[src/rtl/pfs_pkg.sv]
// shared constants of the program flow sequencer
// assumes a single 40 MHz clock and a 32-bit program counter
package pfs_pkg;

  // ==========================================================
  // instruction codes and fields
  localparam logic [7:0] PFS_OP_COND_JUMP = 8'h15;
  localparam logic [7:0] PFS_OP_JUMP = 8'h16;
  localparam logic [7:0] PFS_OP_CALL = 8'h17;
  localparam logic [7:0] PFS_OP_RETURN = 8'h18;
  localparam logic [7:0] PFS_OP_WAIT = 8'h1B;
  localparam logic [7:0] PFS_COND_TIMEOUT = 8'h08;
  localparam logic [31:0] PFS_VALUE_FROM_ACC = 32'hFFFFFFFF;

  // ==========================================================
  // wait condition types
  localparam logic [7:0] PFS_WAIT_TICKS = 8'h00;
  localparam logic [7:0] PFS_WAIT_TARGET = 8'h01;
  localparam logic [7:0] PFS_WAIT_HOME_SW = 8'h02;
  localparam logic [7:0] PFS_WAIT_END_SW = 8'h03;
  localparam logic [7:0] PFS_WAIT_HOMING = 8'h04;

  // ==========================================================
  // sizes
  localparam int PFS_PC_W = 32;
  localparam int PFS_AXES = 6;
  localparam int PFS_STACK_DEPTH = 8;
  localparam int PFS_STACK_PTR_W = 4;

  // ==========================================================
  // timing: one tick is 10 ms
  localparam int PFS_CLK_HZ = 40_000_000;
  localparam int PFS_TICK_MS = 10;
  localparam int PFS_TICK_CYCLES = PFS_CLK_HZ / 1000 * PFS_TICK_MS;

  // ==========================================================
  // reset values
  localparam logic [31:0] PFS_PC_RESET = 32'h00000000;

  typedef enum logic [0:0] {
    PFS_ST_RUN = 1'b0,
    PFS_ST_WAIT = 1'b1
  } pfs_state_t;

endpackage : pfs_pkg

[src/rtl/pfs_tick_div.sv]
// tick divider: one-cycle pulse every TICK_CYCLES clocks
// assumes restart is a same-clock pulse that realigns the tick phase
`timescale 1ns/100ps
module pfs_tick_div #(
  parameter int TICK_CYCLES = 400000
) (
  // clock and reset
  input wire logic clk,
  input wire logic rst,
  // control
  input wire logic restart,
  // tick
  output logic tick_q
);

  logic [31:0] cnt_q;

  always_ff @(posedge clk or posedge rst) begin
    if (rst) begin
      cnt_q <= 32'h00000000;
      tick_q <= 1'b0;
    end else if (restart) begin
      cnt_q <= 32'h00000000;
      tick_q <= 1'b0;
    end else if (cnt_q == 32'(TICK_CYCLES - 1)) begin
      cnt_q <= 32'h00000000;
      tick_q <= 1'b1;
    end else begin
      cnt_q <= cnt_q + 32'h00000001;
      tick_q <= 1'b0;
    end
  end

endmodule : pfs_tick_div

[src/rtl/pfs_ret_stack.sv]
// return address stack, top entry held in a register
// assumes push is never asserted when full and pop never when empty
`timescale 1ns/100ps
module pfs_ret_stack
  import pfs_pkg::*;
(
  // clock and reset
  input wire logic clk,
  input wire logic rst,
  // operations
  input wire logic clear,
  input wire logic push,
  input wire logic pop,
  input wire logic [PFS_PC_W-1:0] push_data,
  // state
  output logic [PFS_PC_W-1:0] top_q,
  output logic [PFS_STACK_PTR_W-1:0] count_q
);

  logic [PFS_PC_W-1:0] mem_q [PFS_STACK_DEPTH];

  always_ff @(posedge clk) begin
    if (push) begin
      mem_q[count_q[2:0]] <= push_data;
    end
  end

  // top kept registered so a return needs no memory read cycle
  always_ff @(posedge clk or posedge rst) begin
    if (rst) begin
      count_q <= '0;
      top_q <= PFS_PC_RESET;
    end else if (clear) begin
      count_q <= '0;
      top_q <= PFS_PC_RESET;
    end else if (push) begin
      count_q <= count_q + 4'h1;
      top_q <= push_data;
    end else if (pop) begin
      count_q <= count_q - 4'h1;
      top_q <= (count_q > 4'h1) ? mem_q[3'(count_q - 4'h2)] : PFS_PC_RESET;
    end
  end

endmodule : pfs_ret_stack

[src/rtl/pfs_sequencer.sv]
// program flow sequencer: jump, call, return and wait of a stored program
// assumes instruction fields come from program memory on this clock;
// axis status inputs are pins and get synchronised here.
//
// Notes on behaviour
// [RULE_01] code 22 loads the program counter from the value field
// [RULE_02] code 23 pushes the program counter, then loads the value field
// [RULE_03] the return stack holds eight entries, so calls nest eight deep
// [RULE_04] a call with a full stack is ignored; the counter just advances
// [RULE_05] code 24 pops the newest stack entry into the program counter
// [RULE_06] a return with an empty stack is ignored and execution continues
// [RULE_07] after a return execution resumes just after the matching call
// [RULE_08] code 27 picks a wait condition by type field, zero to four
// [RULE_09] while waiting the program counter stays on the wait instruction
// [RULE_10] type 0 waits until elapsed ticks equal the value field
// [RULE_11] type 1 waits for target reached on the selected axis
// [RULE_12] type 2 waits for the home switch of the selected axis
// [RULE_13] type 3 waits for either end switch of the selected axis
// [RULE_14] type 4 waits for homing done on the selected axis
// [RULE_15] types 1 to 4 take a tick timeout; zero means no timeout
// [RULE_16] a value of minus one takes the count from the accumulator
// [RULE_17] the program keeps the accumulator non-negative for such waits
// [RULE_18] an expired timeout sets the error flag until cleared
// [RULE_19] one tick is ten milliseconds
// [RULE_20] these instructions act only while a stored program runs
// [RULE_21] conditional jump type 8 branches when the timeout flag is set
// [RULE_22] starting a program empties the return stack
`timescale 1ns/100ps
module pfs_sequencer #(
  parameter int TICK_CYCLES = pfs_pkg::PFS_TICK_CYCLES
) (
  // clock and reset
  input wire logic clk,
  input wire logic rst,
  // program control
  input wire logic run_mode,
  input wire logic run_start,
  input wire logic [pfs_pkg::PFS_PC_W-1:0] start_addr,
  input wire logic err_clear,
  // instruction at the current program counter
  input wire logic instr_valid,
  input wire logic [7:0] instr_opcode,
  input wire logic [7:0] instr_type,
  input wire logic [7:0] instr_bank,
  input wire logic [31:0] instr_value,
  input wire logic [31:0] acc_in,
  // axis status pins
  input wire logic [pfs_pkg::PFS_AXES-1:0] axis_target_reached,
  input wire logic [pfs_pkg::PFS_AXES-1:0] axis_home_switch,
  input wire logic [pfs_pkg::PFS_AXES-1:0] axis_end_switch_left,
  input wire logic [pfs_pkg::PFS_AXES-1:0] axis_end_switch_right,
  input wire logic [pfs_pkg::PFS_AXES-1:0] axis_homing_done,
  // results
  output logic [pfs_pkg::PFS_PC_W-1:0] pc_q,
  output logic instr_done_q,
  output logic waiting_q,
  output logic timeout_error_flag_q,
  output logic [pfs_pkg::PFS_STACK_PTR_W-1:0] stack_depth_q
);
  import pfs_pkg::*;

  // ==========================================================
  // status pin synchronisers
  localparam int SYNC_W = 5 * PFS_AXES;

  logic [SYNC_W-1:0] sync1_q;
  logic [SYNC_W-1:0] sync2_q;

  always_ff @(posedge clk or posedge rst) begin
    if (rst) begin
      sync1_q <= '0;
      sync2_q <= '0;
    end else begin
      sync1_q <= {axis_homing_done, axis_end_switch_right, axis_end_switch_left,
                  axis_home_switch, axis_target_reached};
      sync2_q <= sync1_q;
    end
  end

  logic [PFS_AXES-1:0] target_s;
  logic [PFS_AXES-1:0] home_s;
  logic [PFS_AXES-1:0] end_s;
  logic [PFS_AXES-1:0] homed_s;

  assign target_s = sync2_q[PFS_AXES-1:0];
  assign home_s = sync2_q[2*PFS_AXES-1:PFS_AXES];
  assign end_s = sync2_q[3*PFS_AXES-1:2*PFS_AXES] | sync2_q[4*PFS_AXES-1:3*PFS_AXES]; // RULE_13
  assign homed_s = sync2_q[5*PFS_AXES-1:4*PFS_AXES];

  // ==========================================================
  // instruction decode
  pfs_state_t state_q;
  logic take;
  logic is_call;
  logic is_ret;
  logic is_wait;
  logic stack_full;
  logic stack_empty;
  logic push;
  logic pop;
  logic [PFS_PC_W-1:0] stack_top;
  logic [PFS_PC_W-1:0] pc_next;

  // direct-mode commands reach this logic but take stays low without run_mode
  assign take = instr_valid && run_mode && !run_start && (state_q == PFS_ST_RUN); // RULE_20
  assign is_call = take && (instr_opcode == PFS_OP_CALL);
  assign is_ret = take && (instr_opcode == PFS_OP_RETURN);
  assign is_wait = take && (instr_opcode == PFS_OP_WAIT) && (instr_type <= PFS_WAIT_HOMING); // RULE_08
  assign stack_full = (stack_depth_q == 4'(PFS_STACK_DEPTH)); // RULE_03
  assign stack_empty = (stack_depth_q == '0);
  assign push = is_call && !stack_full; // RULE_02 RULE_04
  assign pop = is_ret && !stack_empty; // RULE_05 RULE_06
  assign pc_next = pc_q + 32'h00000001;

  pfs_ret_stack u_stack (
    .clk(clk),
    .rst(rst),
    .clear(run_start), // RULE_22
    .push(push),
    .pop(pop),
    .push_data(pc_q),
    .top_q(stack_top),
    .count_q(stack_depth_q)
  );

  // ==========================================================
  // wait bookkeeping
  logic [7:0] wait_type_q;
  logic [7:0] wait_bank_q;
  logic [31:0] wait_limit_q;
  logic [31:0] tick_cnt_q;
  logic tick;
  logic cond_hit;
  logic limit_hit;
  logic wait_met;
  logic wait_tmo;

  pfs_tick_div #(
    .TICK_CYCLES(TICK_CYCLES)
  ) u_tick (
    .clk(clk),
    .rst(rst),
    .restart(is_wait),
    .tick_q(tick)
  ); // RULE_19

  always_ff @(posedge clk or posedge rst) begin
    if (rst) begin
      wait_type_q <= 8'h00;
      wait_bank_q <= 8'h00;
      wait_limit_q <= 32'h00000000;
    end else if (is_wait) begin
      wait_type_q <= instr_type;
      wait_bank_q <= instr_bank;
      wait_limit_q <= (instr_value == PFS_VALUE_FROM_ACC) ? acc_in : instr_value; // RULE_16
    end
  end

  always_ff @(posedge clk or posedge rst) begin
    if (rst) begin
      tick_cnt_q <= 32'h00000000;
    end else if (is_wait) begin
      tick_cnt_q <= 32'h00000000;
    end else if (state_q == PFS_ST_WAIT && tick) begin
      tick_cnt_q <= tick_cnt_q + 32'h00000001;
    end
  end

  // an axis number beyond the last axis never satisfies a condition
  always_comb begin
    cond_hit = 1'b0;
    if (wait_bank_q < 8'(PFS_AXES)) begin
      if (wait_type_q == PFS_WAIT_TARGET) begin
        cond_hit = target_s[wait_bank_q[2:0]]; // RULE_11
      end else if (wait_type_q == PFS_WAIT_HOME_SW) begin
        cond_hit = home_s[wait_bank_q[2:0]]; // RULE_12
      end else if (wait_type_q == PFS_WAIT_END_SW) begin
        cond_hit = end_s[wait_bank_q[2:0]]; // RULE_13
      end else if (wait_type_q == PFS_WAIT_HOMING) begin
        cond_hit = homed_s[wait_bank_q[2:0]]; // RULE_14
      end
    end
  end

  assign limit_hit = (tick_cnt_q == wait_limit_q);
  // the condition wins over a timeout that lands in the same cycle
  assign wait_met = (state_q == PFS_ST_WAIT) &&
                    ((wait_type_q == PFS_WAIT_TICKS) ? limit_hit : cond_hit); // RULE_10
  assign wait_tmo = (state_q == PFS_ST_WAIT) && (wait_type_q != PFS_WAIT_TICKS) &&
                    (wait_limit_q != 32'h00000000) && limit_hit && !cond_hit; // RULE_15

  // ==========================================================
  // program counter and sequencing
  always_ff @(posedge clk or posedge rst) begin
    if (rst) begin
      state_q <= PFS_ST_RUN;
      pc_q <= PFS_PC_RESET;
      instr_done_q <= 1'b0;
    end else begin
      instr_done_q <= 1'b0;
      if (run_start) begin
        state_q <= PFS_ST_RUN;
        pc_q <= start_addr;
      end else if (state_q == PFS_ST_WAIT) begin
        // program counter held on the wait instruction meanwhile
        if (!run_mode) begin
          state_q <= PFS_ST_RUN;
        end else if (wait_met || wait_tmo) begin
          state_q <= PFS_ST_RUN;
          pc_q <= pc_next;
          instr_done_q <= 1'b1;
        end // RULE_09
      end else if (take) begin
        instr_done_q <= !is_wait;
        if (is_wait) begin
          state_q <= PFS_ST_WAIT;
        end else if (instr_opcode == PFS_OP_JUMP) begin
          pc_q <= instr_value; // RULE_01
        end else if (push) begin
          pc_q <= instr_value; // RULE_02
        end else if (pop) begin
          pc_q <= stack_top + 32'h00000001; // RULE_07
        end else if (instr_opcode == PFS_OP_COND_JUMP && instr_type == PFS_COND_TIMEOUT &&
                     timeout_error_flag_q) begin
          pc_q <= instr_value; // RULE_21
        end else begin
          pc_q <= pc_next;
        end
      end
    end
  end

  always_ff @(posedge clk or posedge rst) begin
    if (rst) begin
      waiting_q <= 1'b0;
    end else begin
      waiting_q <= is_wait || (waiting_q && run_mode && !run_start && !wait_met && !wait_tmo);
    end
  end

  // setting beats a clear in the same cycle
  always_ff @(posedge clk or posedge rst) begin
    if (rst) begin
      timeout_error_flag_q <= 1'b0;
    end else if (wait_tmo && run_mode && !run_start) begin
      timeout_error_flag_q <= 1'b1; // RULE_18
    end else if (err_clear) begin
      timeout_error_flag_q <= 1'b0;
    end
  end

  // ==========================================================
  // checks
  jump_load_a: assert property (@(posedge clk) disable iff (rst) // RULE_01
    take && instr_opcode == PFS_OP_JUMP |=> pc_q == $past(instr_value) && instr_done_q)
    else $error("jump did not load the program counter");

  call_push_a: assert property (@(posedge clk) disable iff (rst) // RULE_02
    push |=> pc_q == $past(instr_value) && stack_top == $past(pc_q) &&
             stack_depth_q == $past(stack_depth_q) + 4'h1)
    else $error("call did not push and load");

  call_full_a: assert property (@(posedge clk) disable iff (rst) // RULE_04
    is_call && stack_full |=> pc_q == $past(pc_q) + 32'h00000001 && stack_depth_q == 4'h8)
    else $error("call on full stack was not ignored");

  stack_depth_a: assert property (@(posedge clk) disable iff (rst) // RULE_03
    stack_depth_q <= 4'h8)
    else $error("return stack deeper than eight");

  ret_pop_a: assert property (@(posedge clk) disable iff (rst) // RULE_07
    pop |=> pc_q == $past(stack_top) + 32'h00000001 &&
            stack_depth_q == $past(stack_depth_q) - 4'h1)
    else $error("return did not resume after the call");

  ret_empty_a: assert property (@(posedge clk) disable iff (rst) // RULE_06
    is_ret && stack_empty |=> pc_q == $past(pc_q) + 32'h00000001 && instr_done_q)
    else $error("return on empty stack was not ignored");

  wait_hold_a: assert property (@(posedge clk) disable iff (rst) // RULE_09
    state_q == PFS_ST_WAIT && !wait_met && !wait_tmo && !run_start |=> $stable(pc_q))
    else $error("program counter moved during a wait");

  tick_wait_a: assert property (@(posedge clk) disable iff (rst) // RULE_10
    state_q == PFS_ST_WAIT && wait_type_q == PFS_WAIT_TICKS && tick_cnt_q == wait_limit_q &&
    run_mode && !run_start |=> instr_done_q && !waiting_q && pc_q == $past(pc_q) + 32'h00000001)
    else $error("tick wait ended at the wrong count");

  timeout_flag_a: assert property (@(posedge clk) disable iff (rst) // RULE_18
    wait_tmo && run_mode && !run_start |=> timeout_error_flag_q && !waiting_q && instr_done_q)
    else $error("timeout did not set the error flag");

  no_timeout_a: assert property (@(posedge clk) disable iff (rst) // RULE_15
    state_q == PFS_ST_WAIT && wait_limit_q == 32'h00000000 && wait_type_q != PFS_WAIT_TICKS
    |=> !$rose(timeout_error_flag_q))
    else $error("zero timeout expired");

  direct_ignore_a: assert property (@(posedge clk) disable iff (rst) // RULE_20
    instr_valid && !run_mode && !run_start && state_q == PFS_ST_RUN |=> $stable(pc_q) && !instr_done_q)
    else $error("instruction acted outside program execution");

  start_clear_a: assert property (@(posedge clk) disable iff (rst) // RULE_22
    run_start |=> stack_depth_q == 4'h0 && pc_q == $past(start_addr))
    else $error("program start did not empty the stack");

  wait_enter_a: assert property (@(posedge clk) disable iff (rst) // RULE_09
    is_wait |=> waiting_q && state_q == PFS_ST_WAIT && $stable(pc_q) && !instr_done_q)
    else $error("wait was not entered");

  bad_type_a: assert property (@(posedge clk) disable iff (rst) // RULE_08
    take && instr_opcode == PFS_OP_WAIT && instr_type > PFS_WAIT_HOMING
    |=> pc_q == $past(pc_q) + 32'h00000001 && instr_done_q && !waiting_q)
    else $error("wait with unknown type did not just advance");

  acc_limit_a: assert property (@(posedge clk) disable iff (rst) // RULE_16
    is_wait && instr_value == PFS_VALUE_FROM_ACC |=> wait_limit_q == $past(acc_in))
    else $error("wait did not take its count from the accumulator");

  target_end_a: assert property (@(posedge clk) disable iff (rst) // RULE_11
    state_q == PFS_ST_WAIT && run_mode && !run_start && wait_type_q == PFS_WAIT_TARGET &&
    wait_bank_q < 8'h06 && target_s[wait_bank_q[2:0]] |=> instr_done_q && !waiting_q)
    else $error("target reached did not end the wait");

  cond_jump_a: assert property (@(posedge clk) disable iff (rst) // RULE_21
    take && instr_opcode == PFS_OP_COND_JUMP && instr_type == PFS_COND_TIMEOUT
    |=> pc_q == ($past(timeout_error_flag_q) ? $past(instr_value) : $past(pc_q) + 32'h00000001))
    else $error("timeout branch went the wrong way");

  flag_clear_a: assert property (@(posedge clk) disable iff (rst) // RULE_18
    err_clear && !wait_tmo |=> !timeout_error_flag_q)
    else $error("clear did not drop the timeout flag");

  // the count may only move on a tick, or the wait length drifts
  tick_step_a: assert property (@(posedge clk) disable iff (rst) // RULE_19
    state_q == PFS_ST_WAIT && !tick |=> $stable(tick_cnt_q))
    else $error("tick count moved without a tick");

endmodule : pfs_sequencer

[config.mk]
export PLATFORM = sky130hd
export DESIGN_NAME = pfs_sequencer
export DESIGN_NICKNAME = d
export VERILOG_FILES = /design/src/rtl/pfs_pkg.sv /design/src/rtl/pfs_tick_div.sv /design/src/rtl/pfs_ret_stack.sv /design/src/rtl/pfs_sequencer.sv
export SDC_FILE = /design/constraint.sdc
export NUM_CORES = 1
export LEC_CHECK = 0
export ABC_AREA = 1
export ABC_CLOCK_PERIOD_IN_PS = 23300
export BUFFER_PORTS_ARGS = -buffer_cell sky130_fd_sc_hd__buf_2
export CAP_MARGIN = 10
export CORE_MARGIN = 2
export CORE_UTILIZATION = 60
export DETAILED_ROUTE_END_ITERATION = 16
export PLACE_DENSITY = 0.8
export SYNTH_ARGS = -nofsm -noshare
export SYNTH_HDL_FRONTEND = slang
export SYNTH_SLANG_ARGS = --single-unit
[constraint.sdc]
create_clock -name clk -period 23.3 [get_ports clk]
set_input_delay 4.66 -clock clk [delete_from_list [all_inputs] [get_ports clk]]
set_output_delay 4.66 -clock clk [all_outputs]
set_load 0.01 [all_outputs]
==> impl.org, run 1 <==
** Status
- Result of the run :: finished clean

** Timing
- The worst pin sits at a relative slew slack of 20.6%.
- Setup violators final :: 0
- At the pin with the least slew margin, the transition time is 1.19 ns.
- The hold violation count in the final report is 0.
- The worst path uses 31.2% of the clock period.
- The worst path needs 7.27 ns of the cycle, external delays included.
- The number of pins exceeding their max-slew limit in the final report came to 0.
- Setup Total Neg Slack :: 0 ns
- Clk_skew :: between 0.02 and 0.025 ns
- Maximum clock frequency :: 138 MHz
- Setup repair after global routing left no endpoint under its margin.

** Logic synthesis
- Among all flip-flop cells after synthesis, the most frequent one is sky130_fd_sc_hd__edfxtp_1.
- Library cells used by synthesis :: 61
- Number of flops mapped to enable cells by yosys :: 256
- A synthesized cell averages 9.30 sq um.
- Register bit total from synthesis :: 501
- Summed over its instances, the top area cell type makes up between 30% and 40% of the synthesized netlist area.
- Synthesized instance count :: around 2600
- For this run, the number of Yosys warnings is 0.
- Post-synth top area cell :: sky130_fd_sc_hd__edfxtp_1
- The number of nets handed over by synthesis was roughly 2800.
- The commonest cells after synthesis are sky130_fd_sc_hd__nand2_1, sky130_fd_sc_hd__nor2_1, sky130_fd_sc_hd__edfxtp_1.
- Count leader, synth :: sky130_fd_sc_hd__nand2_1
- Of all flip-flops after synthesis, the portion carrying an async set or reset was 48.9%.
- Synth top area cells :: sky130_fd_sc_hd__edfxtp_1, sky130_fd_sc_hd__dfrtp_1, sky130_fd_sc_hd__nand2_1
- Summing the sequential cell areas from Yosys gives 56.9% of the chip area.
- Summed instance area of the synthesized netlist :: 24300 sq um

** Place
- Last weighted congestion value of the routability-driven placer :: 0.983
- Total half-perimeter wirelength after legalization and detailed placement :: 47.3 mm
- The count of buffers added on input and output ports is between 150 and 200.

** Floorplanning
- The die is 205 um wide.
- Area of the core region :: 39800 sq um
- From bottom edge to top edge, the die measures 205 um.
- Row generation in the floorplan step produced 73 rows.
- In this run the count of I/O pins placed on the die edge is 195.
- Initial core utilization :: 61.0%
- The die covers between 40000 and 50000 sq um.

** Setup path
- Cell with the largest stage delay on the worst path :: sky130_fd_sc_hd__nor2_4
- Crit Path Max Fanout :: 37
- Traced cell by cell, the critical path runs through buf_2 > nor2_4 > nand3_4 > nor2_2 > and3b_1 > nand2_1 > nor2_4 > o21ai_0 > o21ai_1 > a21oi_1.
- Startpoint kind of the worst setup timing path :: input port
- STA classifies the critical path endpoint as a flip-flop.
- Arrival time at the worst endpoint :: 7.73 ns
- STA puts the critical path data required time at 23.76 ns.
- The critical path is of the in2reg type.
- Among the stages of the critical path, the cell type that occurs most often is sky130_fd_sc_hd__nor2_4.
- The largest single stage delay on the critical path is 0.88 ns.

** Pwr
- Cell area power density :: 78.1 nW/um^2
- IR analysis of the VDD net gives a maximum drop of 0.0754 mV.
- Net switching is between 20% and 30% of the power.
- The share of total power dissipated in sequential elements is 48.3%.
- Cell internal power was estimated by the tool at 0.00154 W.
- Leak pwr :: 11.2 nW
- Combinational share of power :: 13.2%
- Switching power total :: 0.000594 W
- In this run, the clock network consumes 38.5% of the power.

** Drt
- DRC Markers :: 0
- First drt pass iteration count :: 9
- After detailed routing, the number of vias per cell comes to 6.09.
- Post-DRT Antenna Nets :: 0
- Final Routed Wirelength :: 68.6 mm
- Total number of vias :: just over 20000
- After detailed routing, the average wire length per cell comes to 20.6 um.
- After the first detailed-routing iteration, the DRC count stood at 2222.

** Global routing
- Global routing consumed, over all layers together, about a third of the routing resources.
- The first global-routing pass estimated 108 mm of wire.
- Vias in the first global route :: 19400
- The initial antenna violation count was 15.
- Congestion Overflow GR :: 0
- Largest net degree at the start of global routing :: 99

** CTS
- After clock tree synthesis, the repair step resized 0 gates.
- TritonCTS built the clock tree.
- CTS saw 501 sinks.
- The number of clock buffers added by TritonCTS is 50.
- H-tree levels :: 2
- After clock tree synthesis, the setup repair step added 0 buffers.
- Maximum clock insertion buffer count :: 3
- Clock-pin slew on the worst setup and hold paths :: 0.06 ns
- The later pin in the worst-skew pair is clocked with a latency of 0.60 ns.
- In this run the clock root is driven by a sky130_fd_sc_hd__clkbuf_16.
- Hold-fix buffer count after cts :: 0

** Min path
- Worst hold-check path type :: reg2reg

** Final layout
- Area growth from synthesis to layout :: 12.3%
- In the final layout, the share of cells above drive strength 1 is 15.0%.
- Post-Route Utilization :: 68.5%
- Post-layout net count :: 2933

** Flow run
- Number of max-cap violations :: 0
[cell type report]
class	count	area [sq um]
well taps	525	657
flip-flops and latches	501	13800
multi-input cells	1736	9010
clock buffers	70	1400
diodes	6	15.0
repair buffers	211	1100
clock inverters	23	285
fillers	3122	12500
inverters	266	1010
[power groups by stage]
stage                     clock, W  combinational [W]  sequential [W]
after global routing      0.000865           0.000310         0.00103
after global placement           0           0.000267         0.00104
after CTS                 0.000830           0.000278         0.00103
final                     0.000821           0.000281         0.00103
after detailed placement         0           0.000276         0.00105
after floorplan                  0           0.000172         0.00103
[worst paths after layout]
check / start / end / slack, ns / cells after the start
min: sync1_q[3] / sync2_q[3] / 0.35 / 0
max: run_start / u_stack.count_q[3] / 16.03 / 10
min reg2reg: sync1_q[3] / sync2_q[3] / 0.35 / 0
min in group asynchronous: rst / u_tick.cnt_q[10] / 4.18 / 2
max reg2reg: u_stack.count_q[1] / u_stack.top_q[3] / 19.06 / 11
max in group asynchronous: rst / tick_cnt_q[27] / 16.84 / 4
[critical path, delay by kind of cell]
kind            cells  cell delay [ns]
simple gates        6             2.25
compound gates      3             0.47
buf+inv             1             0.34
[stage by stage]
| stage | setup slack (ns) | area (sq um) | instances | power (W) | hold slack, ns |
|---|---|---|---|---|---|
| floorplan | 11.91 | 24300 | 2612 | 0.00120 | 0.331 |
| global placement | 15.50 | 25600 | 3239 | 0.00131 | 0.332 |
| detailed placement | 15.45 | 25600 | 3239 | 0.00132 | 0.335 |
| CTS | 16.07 | 27300 | 3332 | 0.00214 | 0.349 |
| global route | 15.80 | 27300 | 3337 | 0.00221 | 0.355 |
| finish | 16.03 | 27300 | 3338 | 0.00213 | 0.346 |
[registers in the layout, indices dropped and copies added (netlist names), 4 cells and up]
| register | count |
|---|---|
| u_tick.cnt_q | 32 |
| sync2_q | 30 |
| u_stack.top_q | 32 |
| u_stack.mem_q | 256 |
| wait_limit_q | 32 |
| pc_q | 32 |
| sync1_q | 30 |
| wait_bank_q | 8 |
| wait_type_q | 8 |
| tick_cnt_q | 32 |
| u_stack.count_q | 4 |
[cell usage in the layout (no fill, tap or decap), types with 5 or more instances in the layout]
cell / n
sky130_fd_sc_hd__a22oi_1: 17
sky130_fd_sc_hd__edfxtp_1: 256
sky130_fd_sc_hd__bufinv_16: 5
sky130_fd_sc_hd__nor3_1: 63
sky130_fd_sc_hd__clkbuf_16: 51
sky130_fd_sc_hd__buf_2: 194
sky130_fd_sc_hd__xnor2_1: 5
sky130_fd_sc_hd__buf_4: 17
sky130_fd_sc_hd__clkinv_1: 6
sky130_fd_sc_hd__ha_1: 11
sky130_fd_sc_hd__o21ai_1: 60
sky130_fd_sc_hd__o22ai_1: 8
sky130_fd_sc_hd__clkbuf_8: 5
sky130_fd_sc_hd__nand2_1: 434
sky130_fd_sc_hd__o221ai_1: 66
sky130_fd_sc_hd__clkbuf_1: 14
sky130_fd_sc_hd__nor2_4: 17
sky130_fd_sc_hd__o211ai_1: 48
sky130_fd_sc_hd__nand4_1: 56
sky130_fd_sc_hd__nand3_2: 6
sky130_fd_sc_hd__inv_2: 24
sky130_fd_sc_hd__nand3_1: 152
sky130_fd_sc_hd__dfrtp_1: 243
sky130_fd_sc_hd__or2_2: 5
sky130_fd_sc_hd__inv_1: 236
sky130_fd_sc_hd__diode_2: 6
sky130_fd_sc_hd__nor4_1: 31
sky130_fd_sc_hd__nand2_2: 42
sky130_fd_sc_hd__o21ai_0: 232
sky130_fd_sc_hd__nor2_1: 296
sky130_fd_sc_hd__nor3b_1: 8
sky130_fd_sc_hd__a21oi_1: 77
sky130_fd_sc_hd__xor2_1: 35
sky130_fd_sc_hd__clkinv_2: 6
sky130_fd_sc_hd__nor2_2: 19
[layer usage]
| layer | track usage (%) | wire length, um |
|---|---|---|
| met5 | 0 | 115 |
| met4 | 11.3 | 2130 |
| met3 | 7.10 | 7130 |
| met2 | 52.4 | 31900 |
| met1 | 46.2 | 27400 |
[kinds of logic (layout without fill, tap and decap cells)]
group / Yosys count / count (layout) / synth area share [%]
XOR/XNOR: 40 / 40 / 1.44
other: 0 / 6 / 0
adder cells (fa/ha/maj): 11 / 11 / 0.566
flip-flops: 501 / 501 / 56.9
AND/OR/NAND/NOR: 1149 / 1149 / 21.6
AO/OA/AOI/OAI: 536 / 536 / 13.1
buffers and inverters: 375 / 570 / 6.36
Power figures use the tool's default switching activity.
==> run 2: changes to the inputs <==
- ABC_AREA: 1 -> 0
- ABC_CLOCK_PERIOD_IN_PS: 23300 -> 7250
- clock period: 23.3 -> 7.25 ns (I/O delays scaled with it)
==> impl.org, run 2 <==
** Timing
- Rel. slew slack :: 19.6%
- For the pin with the worst max-slew slack, the measured transition is about 1.2 ns.
- Post-route minimum period :: 4.33 ns
- Setup violators final :: 0
- Setup repair after global routing left no endpoint under its margin.
- The clock arrives with 0.0415 ns of skew.
- The number of pins exceeding their max-slew limit in the final report is 0.
- Final critical-path share of the clock period :: 59.8%
- Setup Total Neg Slack :: 0 ns
- Final hold violation count :: 0
- After layout, the worst setup slack is 2.92 ns.
- Maximum clock frequency :: about 230 MHz

** Logic synthesis
- Mean instance size in the synthesized netlist :: 12.9 sq um
- The mapped netlist covers 22700 sq um.
- Number of flops mapped to enable cells by yosys :: approximately 260
- Register bit total from synthesis :: ~500
- Library cells used by synthesis :: 78
- Synthesized instance count :: 1759
- Warnings, synthesis :: 0
- Count leader, synth :: sky130_fd_sc_hd__edfxtp_1
- Total nets after synthesis :: a little under 2000
- Post-synth top area cell :: sky130_fd_sc_hd__edfxtp_1
- Summing the sequential cell areas from Yosys gives 60.9% of the chip area.
- Most frequent cells after synthesis :: sky130_fd_sc_hd__edfxtp_1, sky130_fd_sc_hd__dfrtp_1, sky130_fd_sc_hd__nand2_1
- Share of the synthesized area in the top cell type :: 33.9%
- Among all flip-flop cells after synthesis, the most frequent one is sky130_fd_sc_hd__edfxtp_1.
- In the synthesized netlist the async set-or-reset flop fraction comes to 48.9%.
- Synth top area cells :: sky130_fd_sc_hd__edfxtp_1, sky130_fd_sc_hd__dfrtp_1, sky130_fd_sc_hd__mux4_2

** CTS
- Clock root buffer :: sky130_fd_sc_hd__clkbuf_16
- Clock-pin slew was measured on the worst setup and hold paths at roughly 0.06 ns.
- Post-CTS repair timing setup buffer count :: 0
- Clock tree synthesis inserted a total of 50 buffers.
- CTS tree :: done
- No sink is reached through more buffers than the 3 on the longest clock path.
- H-tree levels :: 2
- At the later pin of the worst-skew pair, clock insertion delay measures 0.61 ns.
- Hold-fix buffer count after cts :: 0
- Cts repair resizes :: 0
- For this design, the sink count on the clock tree is around 500.

** Drt
- After detailed routing, the number of remaining DRC violations is 0.
- Across all layers, the routed design uses 15900 vias.
- Final Routed Wirelength :: 58.7 mm
- Iteration-0 DRC Markers :: ~1800
- Dividing the detail-routed wire length by the instance count gives 23.6 um.
- Per-cell via count in the routed design :: 6.39
- In this run the remaining antenna-violating nets after routing total 0.
- First drt pass iteration count :: 5

** Pwr
- Peak VDD IR :: around 0.22 mV
- Leak pwr :: 9.89 nW
- For this design the ratio of total power to cell area is 237 nW/um^2.

** Final layout
- Proportion of layout cells with a drive suffix above 1 :: 22.0%
- Post-layout net count :: 2105
- For this run, the share of the core covered by cells in the final layout is roughly 69%.
- Commonest cells after routing, fill and taps aside :: sky130_fd_sc_hd__edfxtp_1, sky130_fd_sc_hd__dfrtp_1, sky130_fd_sc_hd__buf_2
- Area growth from synthesis to layout :: 13.7%
- The register with the most flip-flops in the layout has 256 of them.
- The library cell used most frequently in the layout, excluding fill and tap cells, is sky130_fd_sc_hd__edfxtp_1.

** Floorplanning
- Die outline height :: 199 um
- The region available for standard cell placement spans 37500 sq um.
- For this design the top-level I/O count stands at approximately 200.
- Die width :: 199 um
- Total number of placement rows :: 71
- Initial core utilization :: 60.6%
- Die Footprint :: 39400 sq um

** Flow run
- The tool flagged a number of max-cap violations equal to 0.

** Setup path
- For the worst setup path, the data required time is 7.68 ns.
- Category of the most critical setup path :: in2reg
- For this run, the slowest stage of the critical path takes 0.97 ns.
- Crit Path Max Fanout :: 89
- Cell class contributing the biggest share of worst-path delay :: buffers and inverters
- Category of the worst setup path capture point :: flip-flop
- Startpoint kind of the worst setup timing path :: input port
- CP bufs+invs :: 2
- The slowest stage of the critical path is the sky130_fd_sc_hd__or4_2 cell.
- Cell Chain, Critical Path :: buf_4 > clkinv_1 > nand2_1 > or4_2 > o21ai_0
- Arrival time at the worst endpoint :: 4.77 ns

** Place
- OpenSTA, run right after detailed placement, puts the worst setup slack at 2.45 ns.
- Port-buffer cells :: 194
- Last weighted congestion value of the routability-driven placer :: 0.921
- The HPWL after detailed placement is roughly 39 mm.

** Global routing
- Entering global routing, the biggest net connects 143 pins.
- Global-route usage over all layers :: 30.7%
- The initial antenna violation count came to 2.
- The via count of the first global-routing pass is 15900.
- First-pass GRT wire length :: roughly 91 mm
- Congestion Overflow GR :: 0

** Min path
- The path class of the tightest hold or removal check is reg2reg.

** Status
- Result of the run :: finished clean
## run 2: cell types whose count changed after synthesis, moves of 66 or more
cell                      previous run  this run
sky130_fd_sc_hd__nand2_1           434       182
sky130_fd_sc_hd__nand3_1           152        56
sky130_fd_sc_hd__inv_1             237        17
sky130_fd_sc_hd__mux4_2              0        66
sky130_fd_sc_hd__nor2_1            305       144
sky130_fd_sc_hd__o21ai_0           232        86
## run 2: routing by layer
layer / vias to the layer above / GRT usage, % / wire length, um
met4: 2 / 12.8 / 2430
met1: 7909 / 42.7 / 23200
met5: - / 0 / 13
met2: 912 / 47.4 / 27200
met3: 170 / 6.88 / 5850
li1: 6931 / - / -
## run 2: area by class of cell
type | count | area, sq um
Clock inverter | 14 | 166
Inverter | 18 | 71.3
Sequential cell | 501 | 13800
Fill cell | 2618 | 11700
Tap cell | 511 | 639
Timing Repair Buffer | 216 | 1160
Multi-Input combinational cell | 1151 | 8490
Antenna cell | 2 | 5.00
Clock buffer | 80 | 1460
## run 2: kinds of logic (layout without fill, tap and decap cells)
kind of cell,after synthesis,after routing,synth area share (%)
other,0,2,0
XOR/XNOR,147,147,5.67
AO/OA/AOI/OAI,253,253,7.43
flip-flops,501,501,60.9
AND/OR/NAND/NOR,587,587,12.7
adder cells (fa/ha/maj),11,11,0.606
buffers and inverters,107,328,1.86
multiplexers,153,153,10.8
## run 2: power breakdown
| group | internal (W) | switching [W] |
|---|---|---|
| Combinational | 0.000138 | 0.000174 |
| Clock | 0.00144 | 0.00111 |
| Sequential | 0.00311 | 0.000165 |
## run 2: through the flow
step	hold slack (ns)	total power [W]	area [sq um]	std cells
2_1_floorplan	0.331	0.00343	22700	1759
3_3_place_gp	0.333	0.00362	24200	2396
3_5_place_dp	0.335	0.00363	24200	2397
4_1_cts	0.345	0.00615	25800	2491
5_1_grt	0.355	0.00632	25800	2491
6_report	0.343	0.00613	25800	2493
## run 2: final timing paths
kind / startpoint / endpoint / slack (ns) / cells past startpoint
setup reg to reg: u_stack.count_q[1] / u_stack.mem_q[4][29] / 3.26 / 9
setup / recovery: run_start / wait_limit_q[18] / 2.92 / 5
hold reg to reg: sync1_q[3] / sync2_q[3] / 0.34 / 0
hold / removal: sync1_q[3] / sync2_q[3] / 0.34 / 0
max in group asynchronous: rst / u_stack.count_q[0] / 4.71 / 3
min in group asynchronous: rst / tick_cnt_q[12] / 1.02 / 2
==> run 3: changes to the inputs <==
- ABC_CLOCK_PERIOD_IN_PS: 7250 -> 3800
- CORE_UTILIZATION: 60 -> 54
- PLACE_DENSITY: 0.8 -> 0.76
- clock period: 7.25 -> 3.8 ns (I/O delays scaled with it)
==> impl.org, run 3 (synthesis results as in run 2) <==
** Status
- Result of the run :: finished clean

** Global routing
- After global routing the overflow that remains totals 0.
- Global routing consumed, over all layers together, between 20% and 30% of the routing resources.
- Number of antenna violations at the first check in global routing :: 2
- The first global-routing pass estimated 92.2 mm of wire.
- Largest net degree at the start of global routing :: 103
- The via count of the first global-routing pass was 16000.

** Setup path
- Arrival time at the worst endpoint :: 2.50 ns
- Source of the worst register-to-register timing path :: wait_type_q[0]
- Crit Path Max Fanout :: 44
- The critical path is of the reg2out type.
- R2R Setup Slk :: 0.59 ns
- Worst-case reg-to-reg path depth :: 8
- Category of the worst setup path capture point :: output port
- Required time reported for the critical path endpoint :: 3.04 ns
- Startpoint kind of the worst setup timing path :: flip-flop
- The worst register-to-register path ends at pc_q[3].

** Timing
- Measured slew at the worst slew-check pin :: 1.01 ns
- Setup repair after global routing left no endpoint under its margin.
- Rel. slew slack :: 32.8%
- Setup violations remaining at the end of the flow were counted as 0.
- Post-route minimum period :: 3.26 ns
- Max Transition Viols Final :: 0
- Maximum clock frequency :: 306 MHz
- The hold violation count in the final report was 0.
- The worst path uses a little under nine tenths of the clock period.
- For the final database, setup skew stands at 0.0387 ns.

** Place
- Count of placed standard cells including taps :: ~2500
- Port-buffer cells :: 194
- Total half-perimeter wirelength after legalization and detailed placement :: slightly below 40 mm
- The congestion estimate from routability-driven global placement came to 0.931.

** Final layout
- The register with the most flip-flops in the layout has roughly 260 of them.
- Compared with the post-synthesis result, the final layout area differs by 15.6%.
- Post-layout net count :: 2133
- Layout Cells excl Fill :: 2545
- Commonest cells after routing, fill and taps aside :: sky130_fd_sc_hd__edfxtp_1, sky130_fd_sc_hd__dfrtp_1, sky130_fd_sc_hd__buf_2
- Number of antenna repair diodes :: 0
- Fill cells in the final layout number 3033.
- Cells with a size suffix above 1 make up around a quarter of the layout.
- Most common cell after layout, fill and taps aside :: sky130_fd_sc_hd__edfxtp_1

** Drt
- Met2 wire len :: 27.9 mm
- The detailed router put a total of 23.9 mm of wire on met1.
- First drt pass iteration count :: 10
- Routed signal wires occupy layers up through met5.
- Using the TritonRoute via totals, the vias-per-cell ratio works out to 6.25.
- After detailed routing, the number of remaining DRC violations is 0.
- Post-DRT Antenna Nets :: 0
- Iteration-0 DRC Markers :: 1711
- The routed design has 59.2 mm of wire.
- After detailed routing, the met3 layer carries around 5.4 mm of wire.
- Total number of vias :: 15900
- Wire length per cell :: between 20 and 25 um

** CTS
- After clock tree synthesis, the clock-pin slew on the worst setup and hold paths is 0.07 ns.
- The clock passes through at most 3 buffers.
- The tree built by TritonCTS fans out to 501 sinks.
- Clock root buffer :: sky130_fd_sc_hd__clkbuf_16
- Counting the buffers created by CTS gives 49.
- The H-tree was split into 2 levels.
- For this design, the CTS-stage hold fixing added 0 buffers.
- In this run the post-CTS setup repair buffer count came out at 0.
- TritonCTS built the clock tree.
- The number of gates resized after CTS was 0.
- Clock latency on the worst-skew pair, taken at its later pin, is 0.60 ns.

** Pwr
- Cell area power density :: 456 nW/um^2
- For this design the static power due to leakage is 10.1 nW.
- VDD sags by at most approximately 0.42 mV.
- Total power for the finished layout comes to 0.0120 W.

** Floorplanning
- The core region is 41800 sq um.
- The die is around 210 um tall.
- Top Ports :: about 200
- Initial core utilization :: 54.4%
- The die covers between 40000 and 50000 sq um.
- Total number of placement rows :: 75
- Measured along the x axis, the die boundary spans 209 um.

** Flow run
- Number of max-cap violations :: 0

** Min path
- Worst hold-check path type :: in2async
[run 3: worst max-delay path, cell delays in order, from the launching register on]
cell	delay, ns
sky130_fd_sc_hd__dfrtp_4	0.40
sky130_fd_sc_hd__buf_4	0.44
sky130_fd_sc_hd__buf_4	0.77
sky130_fd_sc_hd__buf_2	0.26
[run 3: metal layers]
layer | global-route usage [%] | vias to the layer above
met5 | 0 | -
li1 | - | 7010
met3 | 5.65 | 131
met2 | 43.7 | 857
met4 | 8.89 | 4
met1 | 38.5 | 7899
[run 3: how the worst max path moves through the flow]
stage,startpoint,to,cells past startpoint
detailed placement,instr_opcode[5],pc_q[21],9
global placement,instr_opcode[5],pc_q[29],9
floorplan,rst,instr_done_q,1
global route,u_stack.count_q[0],stack_depth_q[0],3
finish,u_stack.count_q[0],stack_depth_q[0],3
CTS,u_stack.count_q[0],stack_depth_q[0],3
[run 3: area by class of cell]
cell class              instances  area [sq um]  area share, %
clock buffers                  67          1420           5.40
clock inverters                24           295           1.12
inverters                      18          71.3          0.272
multi-input cells            1151          8490           32.3
flip-flops and latches        501         13800           52.7
well taps                     539           674           2.57
repair buffers                245          1480           5.64
[run 3: through the flow]
stage	hold WS, ns	utilization (%)	TNS, ns	setup slack (ns)	instance area (sq um)
finish	0.259	62.9	0	0.537	26200
global route	0.230	62.9	0	0.299	26200
CTS	0.234	62.9	0	0.435	26200
detailed placement	0.335	58.8	0	0.313	24500
global placement	0.335	58.8	0	0.396	24500
floorplan	0.331	-	-43.55	-0.178	22700
[run 3: power by group]
group          switching, W  leakage [nW]  internal, W  total [W]
clock network       0.00212         0.836      0.00297    0.00509
logic              0.000400          3.93     0.000288   0.000688
registers          0.000253          5.34      0.00593    0.00618
total               0.00277          10.1      0.00919     0.0120
